$ cat config.mk
export PLATFORM = sky130hd
export DESIGN_NAME = tlf_thermal_flags
export DESIGN_NICKNAME = d
export VERILOG_FILES = /design/src/tlf_thermal_flags.v
export VERILOG_INCLUDE_DIRS = /design/src
export SDC_FILE = /design/constraint.sdc
export NUM_CORES = 1
export LEC_CHECK = 0
export BUFFER_PORTS_ARGS = -buffer_cell sky130_fd_sc_hd__buf_2
export CORE_UTILIZATION = 40
export DETAILED_ROUTE_END_ITERATION = 8
export GPL_TIMING_DRIVEN = 0
export MAX_ROUTING_LAYER = met4
export PLACE_DENSITY_LB_ADDON = 0.1
export RECOVER_POWER = 25
export SYNTH_ARGS = -nofsm -noshare
export SYNTH_HDL_FRONTEND = slang
export SYNTH_HIERARCHICAL = 1
export SYNTH_SLANG_ARGS = --single-unit
$ cat constraint.sdc
create_clock -name ref_clk -period 9.85 [get_ports ref_clk]
set_clock_uncertainty 0.2 [all_clocks]
set_input_delay 1.97 -clock ref_clk [delete_from_list [all_inputs] [get_ports ref_clk]]
set_output_delay 1.97 -clock ref_clk [all_outputs]
set_load 0.01 [all_outputs]
$ cat src/tlf_defines.vh
// Register offsets, field positions, reset values and timing counts
`ifndef TLF_DEFINES_VH
`define TLF_DEFINES_VH
`define TLF_OFF_LIMITS     12'h01c
`define TLF_OFF_SAMPLE     12'h020
`define TLF_OFF_FLAGS      12'h024
`define TLF_OFF_FLAG_SET   12'h028
`define TLF_OFF_FLAG_CLR   12'h02c
`define TLF_OFF_CTRL       12'h030
`define TLF_WAKE_BIT       16
`define TLF_UPPER_RESET    8'hff
`define TLF_LOWER_RESET    8'h00
`define TLF_FLAG_HIGH      31
`define TLF_FLAG_LOW       30
`define TLF_FLAG_SAMPLE    29
`define TLF_FLAG_MASK      32'he35ff0ff
`define TLF_SUPPLY_MASK    32'h0000f0ff
`define TLF_HOLD_MS        250
`define TLF_CLK_KHZ        25000
`define TLF_HOLD_CYCLES    (`TLF_HOLD_MS * `TLF_CLK_KHZ)
`endif

$ cat src/tlf_thermal_flags.v
// Thermal limit comparison and event flag register block on APB
// What this block does
// RULE1: Bit 16 of the limits register, reset 0, enables thermal wake from hibernate.
// RULE2: Upper limit in bits 15:8, reset 0xff; a sample at or above it sets flag 31.
// RULE3: Lower limit in bits 7:0, reset 0x00; a sample at or below it sets flag 30.
// RULE4: A limit written during a measurement takes effect once it finishes.
// RULE5: The last sample reads at 0x020 bits 7:0 and changes independent of reads.
// RULE6: After a thermal flag is raised the sample is frozen for 250 ms.
// RULE7: Software outside a thermal interrupt rereads until two reads agree.
// RULE8: Flags read at 0x024, implemented bits reset 0, reserved bits zero.
// RULE9: Each supply channel sets a rise flag on a rising edge, fall on falling.
// RULE10: Flags 17 and 16 report current-limit events and are internal only.
// RULE11: Writing ones to 0x028 sets the matching flags; zeros do nothing.
// RULE12: Writing ones to 0x02c clears flags; with read-clear on, reading it clears.
// RULE13: Every newly captured sample sets flag 29.
`timescale 1ns/1ps
`default_nettype none
`include "tlf_defines.vh"

module tlf_thermal_flags #(
  parameter [31:0] HOLD_CYCLES = `TLF_HOLD_CYCLES
) (
  input  wire        ref_clk,        // Register clock, 25 MHz
  input  wire        rst_n,          // Async reset, active low
  input  wire        psel,           // APB select
  input  wire        penable,        // APB access phase
  input  wire        pwrite,         // APB write
  input  wire [11:0] paddr,          // APB byte address
  input  wire [31:0] pwdata,         // APB write data
  output wire        pready,         // APB ready
  output reg  [31:0] prdata,         // APB read data
  output wire        pslverr,        // APB error
  input  wire        sample_valid,   // New sample pulse, same clock
  input  wire [7:0]  sample_value,   // Sample value with sample_valid
  input  wire        thermal_measure_in_progress, // Measurement busy
  input  wire [5:0]  supply_level,   // Supply monitor levels, async
  input  wire        low_side_current_limit,  // Current limit pulse
  input  wire        high_side_current_limit, // Current limit pulse
  input  wire        hibernate_state,         // Part is in hibernate
  output reg         thermal_wake,   // Wake request from hibernate
  output reg         deep_sleep_thermal_wake_enable // Wake enable bit
);

  // ------------------------------------------------------------
  // Reset synchroniser
  // ------------------------------------------------------------
  reg [1:0] rst_sync;
  wire      rst_int_n = rst_sync[1];
  always @(posedge ref_clk or negedge rst_n) begin
    if (!rst_n)
      rst_sync <= 2'b00;
    else
      rst_sync <= {rst_sync[0], 1'b1};
  end

  // ------------------------------------------------------------
  // APB decode
  // ------------------------------------------------------------
  wire access   = psel & penable;
  wire wr       = access & pwrite;
  wire rd       = access & ~pwrite;
  wire a_limits = (paddr == `TLF_OFF_LIMITS);
  wire a_sample = (paddr == `TLF_OFF_SAMPLE);
  wire a_flags  = (paddr == `TLF_OFF_FLAGS);
  wire a_set    = (paddr == `TLF_OFF_FLAG_SET);
  wire a_clr    = (paddr == `TLF_OFF_FLAG_CLR);
  wire a_ctrl   = (paddr == `TLF_OFF_CTRL);
  wire mapped   = a_limits | a_sample | a_flags | a_set | a_clr | a_ctrl;
  // Zero wait states: every access ends in its first access cycle
  assign pready  = 1'b1;
  assign pslverr = access & ~mapped;

  // ------------------------------------------------------------
  // Limits, with deferral during a measurement
  // ------------------------------------------------------------
  reg [7:0] thermal_upper_limit;
  reg [7:0] thermal_lower_limit;
  reg [7:0] pend_upper;
  reg [7:0] pend_lower;
  reg       pend_valid;
  reg       read_clear_enable;
  always @(posedge ref_clk or negedge rst_int_n) begin
    if (!rst_int_n) begin
      thermal_upper_limit            <= `TLF_UPPER_RESET;
      thermal_lower_limit            <= `TLF_LOWER_RESET;
      pend_upper                     <= `TLF_UPPER_RESET;
      pend_lower                     <= `TLF_LOWER_RESET;
      pend_valid                     <= 1'b0;
      deep_sleep_thermal_wake_enable <= 1'b0;
      read_clear_enable              <= 1'b0;
    end else begin
      if (wr && a_ctrl)
        read_clear_enable <= pwdata[0];
      if (wr && a_limits) begin
        deep_sleep_thermal_wake_enable <= pwdata[`TLF_WAKE_BIT]; // RULE1
        if (thermal_measure_in_progress) begin
          pend_upper <= pwdata[15:8]; // RULE4
          pend_lower <= pwdata[7:0];
          pend_valid <= 1'b1;
        end else begin
          thermal_upper_limit <= pwdata[15:8];
          thermal_lower_limit <= pwdata[7:0];
          pend_valid          <= 1'b0;
        end
      end else if (pend_valid && !thermal_measure_in_progress) begin
        thermal_upper_limit <= pend_upper; // RULE4
        thermal_lower_limit <= pend_lower;
        pend_valid          <= 1'b0;
      end
    end
  end

  // ------------------------------------------------------------
  // Sample capture and hold window
  // ------------------------------------------------------------
  reg [7:0]  sample;
  reg [31:0] hold_cnt;
  wire       holding = (hold_cnt != 32'h0);
  wire       take    = sample_valid & ~holding; // RULE6
  wire       hit_hi  = take & (sample_value >= thermal_upper_limit); // RULE2
  wire       hit_lo  = take & (sample_value <= thermal_lower_limit); // RULE3
  wire       sw_temp = wr & a_set & (|pwdata[31:29]);
  always @(posedge ref_clk or negedge rst_int_n) begin
    if (!rst_int_n) begin
      sample   <= 8'h00;
      hold_cnt <= 32'h0;
    end else begin
      if (take)
        sample <= sample_value; // RULE5
      // Any thermal flag restarts the freeze so one read is consistent
      if (take || sw_temp)
        hold_cnt <= HOLD_CYCLES; // RULE6
      else if (holding)
        hold_cnt <= hold_cnt - 32'h1;
    end
  end

  // ------------------------------------------------------------
  // Supply monitor edge detect, one synchroniser per channel
  // ------------------------------------------------------------
  // Supply order: 0 analog, 1 alt analog, 2 digital, 3 io, 4 backup, 5 flash
  wire [5:0] rise;
  wire [5:0] fall;

  tlf_supply_edge u_edge_analog (
    .ref_clk   (ref_clk),
    .rst_int_n (rst_int_n),
    .level_in  (supply_level[0]),
    .rise      (rise[0]),
    .fall      (fall[0])
  );

  tlf_supply_edge u_edge_alt_analog (
    .ref_clk   (ref_clk),
    .rst_int_n (rst_int_n),
    .level_in  (supply_level[1]),
    .rise      (rise[1]),
    .fall      (fall[1])
  );

  tlf_supply_edge u_edge_digital (
    .ref_clk   (ref_clk),
    .rst_int_n (rst_int_n),
    .level_in  (supply_level[2]),
    .rise      (rise[2]),
    .fall      (fall[2])
  );

  tlf_supply_edge u_edge_io (
    .ref_clk   (ref_clk),
    .rst_int_n (rst_int_n),
    .level_in  (supply_level[3]),
    .rise      (rise[3]),
    .fall      (fall[3])
  );

  tlf_supply_edge u_edge_backup (
    .ref_clk   (ref_clk),
    .rst_int_n (rst_int_n),
    .level_in  (supply_level[4]),
    .rise      (rise[4]),
    .fall      (fall[4])
  );

  tlf_supply_edge u_edge_flash (
    .ref_clk   (ref_clk),
    .rst_int_n (rst_int_n),
    .level_in  (supply_level[5]),
    .rise      (rise[5]),
    .fall      (fall[5])
  );

  // ------------------------------------------------------------
  // Hardware set sources, grouped by field
  // ------------------------------------------------------------
  wire [2:0]  thermal_set;
  wire [1:0]  current_set;
  wire [3:0]  upper_supply_set;
  wire [7:0]  lower_supply_set;
  wire [31:0] hw_set;
  assign thermal_set      = {hit_hi, hit_lo, take}; // RULE13
  assign current_set      = {low_side_current_limit,
                             high_side_current_limit}; // RULE10
  assign upper_supply_set = {rise[5], fall[5], rise[4], fall[4]}; // RULE9
  assign lower_supply_set = {rise[3], fall[3], rise[2], fall[2],
                             rise[1], fall[1], rise[0], fall[0]}; // RULE9
  assign hw_set           = {thermal_set, 11'h000, current_set,
                             upper_supply_set, 4'h0, lower_supply_set};

  // ------------------------------------------------------------
  // Event flags: set wins over clear
  // ------------------------------------------------------------
  reg  [31:0] flags;
  wire [31:0] sw_set = (wr && a_set) ? pwdata : 32'h0; // RULE11
  wire [31:0] sw_clr = (wr && a_clr) ? pwdata :
                       (rd && a_clr && read_clear_enable) ? 32'hffffffff :
                       32'h0; // RULE12
  wire [31:0] next_flags = ((flags & ~sw_clr) | hw_set | sw_set)
                           & `TLF_FLAG_MASK; // RULE8
  always @(posedge ref_clk or negedge rst_int_n) begin
    if (!rst_int_n)
      flags <= 32'h0; // RULE8
    else
      flags <= next_flags;
  end

  // ------------------------------------------------------------
  // Wake request
  // ------------------------------------------------------------
  always @(posedge ref_clk or negedge rst_int_n) begin
    if (!rst_int_n)
      thermal_wake <= 1'b0;
    else
      thermal_wake <= hibernate_state & deep_sleep_thermal_wake_enable &
                      (flags[`TLF_FLAG_HIGH] | flags[`TLF_FLAG_LOW]); // RULE1
  end

  // ------------------------------------------------------------
  // Read data
  // ------------------------------------------------------------
  // Loaded in the setup cycle, so it stands through the access phase
  reg [31:0] next_rdata;
  always @* begin
    next_rdata = 32'h0;
    case (paddr)
      `TLF_OFF_LIMITS:
        next_rdata = {15'h0, deep_sleep_thermal_wake_enable,
                      thermal_upper_limit, thermal_lower_limit};
      `TLF_OFF_SAMPLE:   next_rdata = {24'h0, sample}; // RULE5
      `TLF_OFF_FLAGS:    next_rdata = flags; // RULE8
      `TLF_OFF_FLAG_CLR: next_rdata = flags; // RULE12
      `TLF_OFF_CTRL:     next_rdata = {31'h0, read_clear_enable};
      default:           next_rdata = 32'h0;
    endcase
  end

  always @(posedge ref_clk or negedge rst_int_n) begin
    if (!rst_int_n)
      prdata <= 32'h0;
    else if (psel && !penable && !pwrite)
      prdata <= next_rdata;
  end

endmodule // tlf_thermal_flags

// ------------------------------------------------------------
// One supply channel: three-stage synchroniser and edge pulses
// ------------------------------------------------------------
module tlf_supply_edge #(
  parameter [0:0] IDLE_LEVEL = 1'b0
) (
  input  wire ref_clk,   // Register clock
  input  wire rst_int_n, // Synchronised reset, active low
  input  wire level_in,  // Supply level, asynchronous
  output wire rise,      // Pulse on a settled rising edge
  output wire fall       // Pulse on a settled falling edge
);

  reg  sync1;
  reg  sync2;
  reg  sync3;
  reg  level;
  wire next_level;

  // A change counts only once the last two stages agree
  assign next_level = (sync2 & sync3) | (level & (sync2 | sync3));

  // Reset to the idle level so no false edge follows reset
  always @(posedge ref_clk or negedge rst_int_n) begin
    if (!rst_int_n) begin
      sync1 <= IDLE_LEVEL;
      sync2 <= IDLE_LEVEL;
      sync3 <= IDLE_LEVEL;
      level <= IDLE_LEVEL;
    end else begin
      sync1 <= level_in;
      sync2 <= sync1;
      sync3 <= sync2;
      level <= next_level;
    end
  end

  assign rise = next_level & ~level; // RULE9
  assign fall = ~next_level & level; // RULE9

endmodule // tlf_supply_edge
`default_nettype wire

==> impl_metrics.py <==
metrics = {
    "die": {
        "initial_utilization_pct": 40.8,
        "rows": 49,
        "die_w_um": 137,
        "io_pins": 104,
        "die_h_um": 137,
        "coreArea_mm2": 0.0180,
        "die_area_mm2": 0.0188,
    },
    "final_layout": {
        "antennaDiodeCount": 0,
        "stdcell_area_mm2": 0.00870,
        "instances_no_fill": 1048,
        "synthToLayoutAreaGrowth_pct": 18.8,
        "final_common_cell": "dfrtp_1",
        "final_nets": 891,
        "final_cell_mix": "dfrtp_1 (136), buf_2 (93), nand2_1 (75)",
        "drive_above_1_share_pct": 23.0,
    },
    "logic_synthesis": {
        "ys.flop_type": "dfrtp_1",
        "yosysSeqAreaShare_pct": 52.2,
        "synth_edf_count": 0,
        "syn_inst": 688,
        "synth-async-reset-ratio_pct": 100,
        "synth_cell_type_count": 59,
        "yosysWarningCount": 6,
        "synth_area_per_cell_um2": 10.6,
        "synth_area_leader_cell": "dfrtp_1",
        "synth_seq_cells": 152,
        "yosys-top-cells-area": "dfrtp_1 (46%), dfstp_2 (5.7%), mux2_2 (4.0%)",
        "yosysTopAreaCellShare_pct": 46.5,
        "netlist_area_mm2": 0.00732,
    },
    "pwr": {
        "p_per_area_mw_per_mm2": 163,
        "peakVddDrop_uv": 108,
        "power.leakage_nw": 3.70,
    },
    "worst_hold_path": {
        "min_from": "u_edge_analog/sync1",
        "whs_path_depth": 0,
        "hold_path.class": "reg -> reg",
        "holdPathEnd": "u_edge_analog/sync2",
    },
    "drt": {
        "first_pass_iters": 5,
        "drt_wl_total_um": 19200,
        "drc": 0,
        "first_iter_violations": 371,
        "wl_per_cell_um": 18.3,
        "ant_nets": 0,
        "post_drt_via_cell_ratio": 5.57,
        "vias": 5839,
    },
    "setup_path": {
        "arrival_ns": 3.32,
        "r2r_cells": 1,
        "critical_path_class": "in -> out",
        "startpoint": "paddr[9]",
        "critical_path_required_ns": 7.68,
        "rr_startpoint": "rst_sync[1]",
        "r2r_slack_ns": 5.31,
        "cp-end-kind": "primary output",
        "startpoint_type": "primary input",
        "cp_max_fo": 6,
        "r2r_end": "prdata[25]",
    },
    "grt": {
        "grt_overflow": 0,
        "use_met1_pct": 29.0,
        "met3_usage_pct": 4.56,
        "grt_max_degree": 68,
        "globalRouteTotalUtil_pct": 22.4,
        "grt_pass1_wl_um": 30400,
        "gr-max-usage-layer": "met2",
        "grt_pass1_vias": 5730,
        "antenna_found_initial": 0,
        "use_met2_pct": 35.4,
    },
    "clocking": {
        "cts_hold_buf": 0,
        "cts-root-buf": "clkbuf_16",
        "cts.sinks": 152,
        "cts_buffer_depth": 2,
        "postCtsSetupBuffers": 0,
        "numCtsBuffers": 17,
        "clkLatencyLatePin_ns": 0.43,
        "clk_pin_slew_ns": 0.06,
        "cts-resized-gates": 0,
        "htree_levels": 4,
        "cts_tree": "yes",
    },
    "sta": {
        "setup_tns_ns": 0,
        "clock.fmax_mhz": 182,
        "period_share_pct": 55.7,
        "setup_violations": 0,
        "slew_viol_final": 127,
        "setup_slack_ns": 4.36,
        "holdWs_ns": 0.151,
        "rsz0062_at_grt": "false",
        "relSlewSlack_pct": -136,
        "hold_viol": 0,
        "fin_crit_ns": 5.49,
        "tightestPinTransition_ns": 3.54,
    },
    "run_status": {
        "violations": "capacitance limit, slew limit",
        "status": "complete, but fails checks",
    },
    "placement": {
        "dpl_cell_area_mm2": 0.00814,
        "pre_cts_slack_ns": 4.40,
        "gp_congestion": 0.819,
        "portBuffers": 91,
        "dp_hpwl_um": 13500,
        "placed_cells_incl_taps": 1015,
    },
    "job": {
        "maxCapViolCount": 2,
    },
}
-- worst max-delay path, cell delays in order --
cell and delay [ns]:
buf_2 0.09, or4_1 0.51, clkbuf_1 0.18, nor2_1 0.30
a21oi_1 0.11, buf_2 0.16
-- cells in the mapped netlist (10+ instances only) --
cell type	instances
and2_1	19
mux2i_1	16
ha_1	17
inv_1	30
o21ai_0	22
mux2_2	26
nor4_1	13
clkbuf_1	26
nand3_1	23
nor2_1	29
a21oi_1	25
a221o_1	14
a21o_1	13
nand2_1	75
and3_1	10
nor2b_1	16
dfstp_2	16
dfrtp_1	136
o2bb2ai_1	16
-- cells by family (layout without fill, tap and decap cells) --
group | Yosys count | in the layout | share of synthesized area [%]
multiplexers | 42 | 42 | 6.19
AO/OA/AOI/OAI | 143 | 143 | 14.4
flip-flops | 152 | 152 | 52.2
XOR/XNOR | 6 | 6 | 0.718
buffers and inverters | 70 | 196 | 4.14
adder cells (fa/ha/maj) | 23 | 23 | 3.83
AND/OR/NAND/NOR | 250 | 250 | 18.5
other | 2 | 7 | 0.103
-- area by class of cell --
type / count / area (µm²)
Fill cell: 1692 / 9270
Sequential cell: 152 / 3820
Multi-Input combinational cell: 471 / 3210
Timing Repair Buffer: 94 / 468
Clock buffer: 18 / 439
Tap cell: 229 / 287
Buffer: 40 / 190
Clock inverter: 14 / 163
Inverter: 30 / 113
-- sequential cells by signal, indices dropped and copies added, names as in the netlist, 2 cells and up --
name	count
flags	23
hold_cnt	32
pend_lower	8
pend_upper	8
prdata	27
rst_sync	2
sample	8
thermal_lower_limit	8
thermal_upper_limit	8
-- how the worst max path moves through the flow --
stage,cells past startpoint,slack [ns],to
after CTS,6,4.39,pslverr
final,6,4.36,pslverr
after floorplan,4,4.73,pslverr
after global placement,0,3.36,prdata[17]
after detailed placement,6,4.40,pslverr
after global routing,1,4.29,prdata[25]
-- power breakdown --
| part | internal, W | switching [W] | leakage, nW |
|---|---|---|---|
| clock | 0.000386 | 0.000284 | 0.282 |
| sequential | 0.000646 | 0.0000214 | 1.73 |
| combinational | 0.0000338 | 0.0000463 | 1.69 |
-- through the flow --
| stage | utilization [%] | total power [W] |
|---|---|---|
| final | 48.4 | 0.00142 |
| after detailed placement | 45.3 | 0.000763 |
| after floorplan | - | 0.000719 |
| after global routing | 48.4 | 0.00147 |
| after CTS | 48.7 | 0.00143 |
| after global placement | 45.0 | 0.000757 |
-- layer usage --
metal | vias up | share of wire (%) | wire length, µm
met3 | 21 | 4.5 | 858
met1 | 2927 | 46 | 8780
met2 | 141 | 49 | 9310
li1 | 2750 | - | -
met4 | 0 | 1.3 | 242
met5 | - | 0 | 0
No activity file was read; power rests on OpenSTA's default activity.
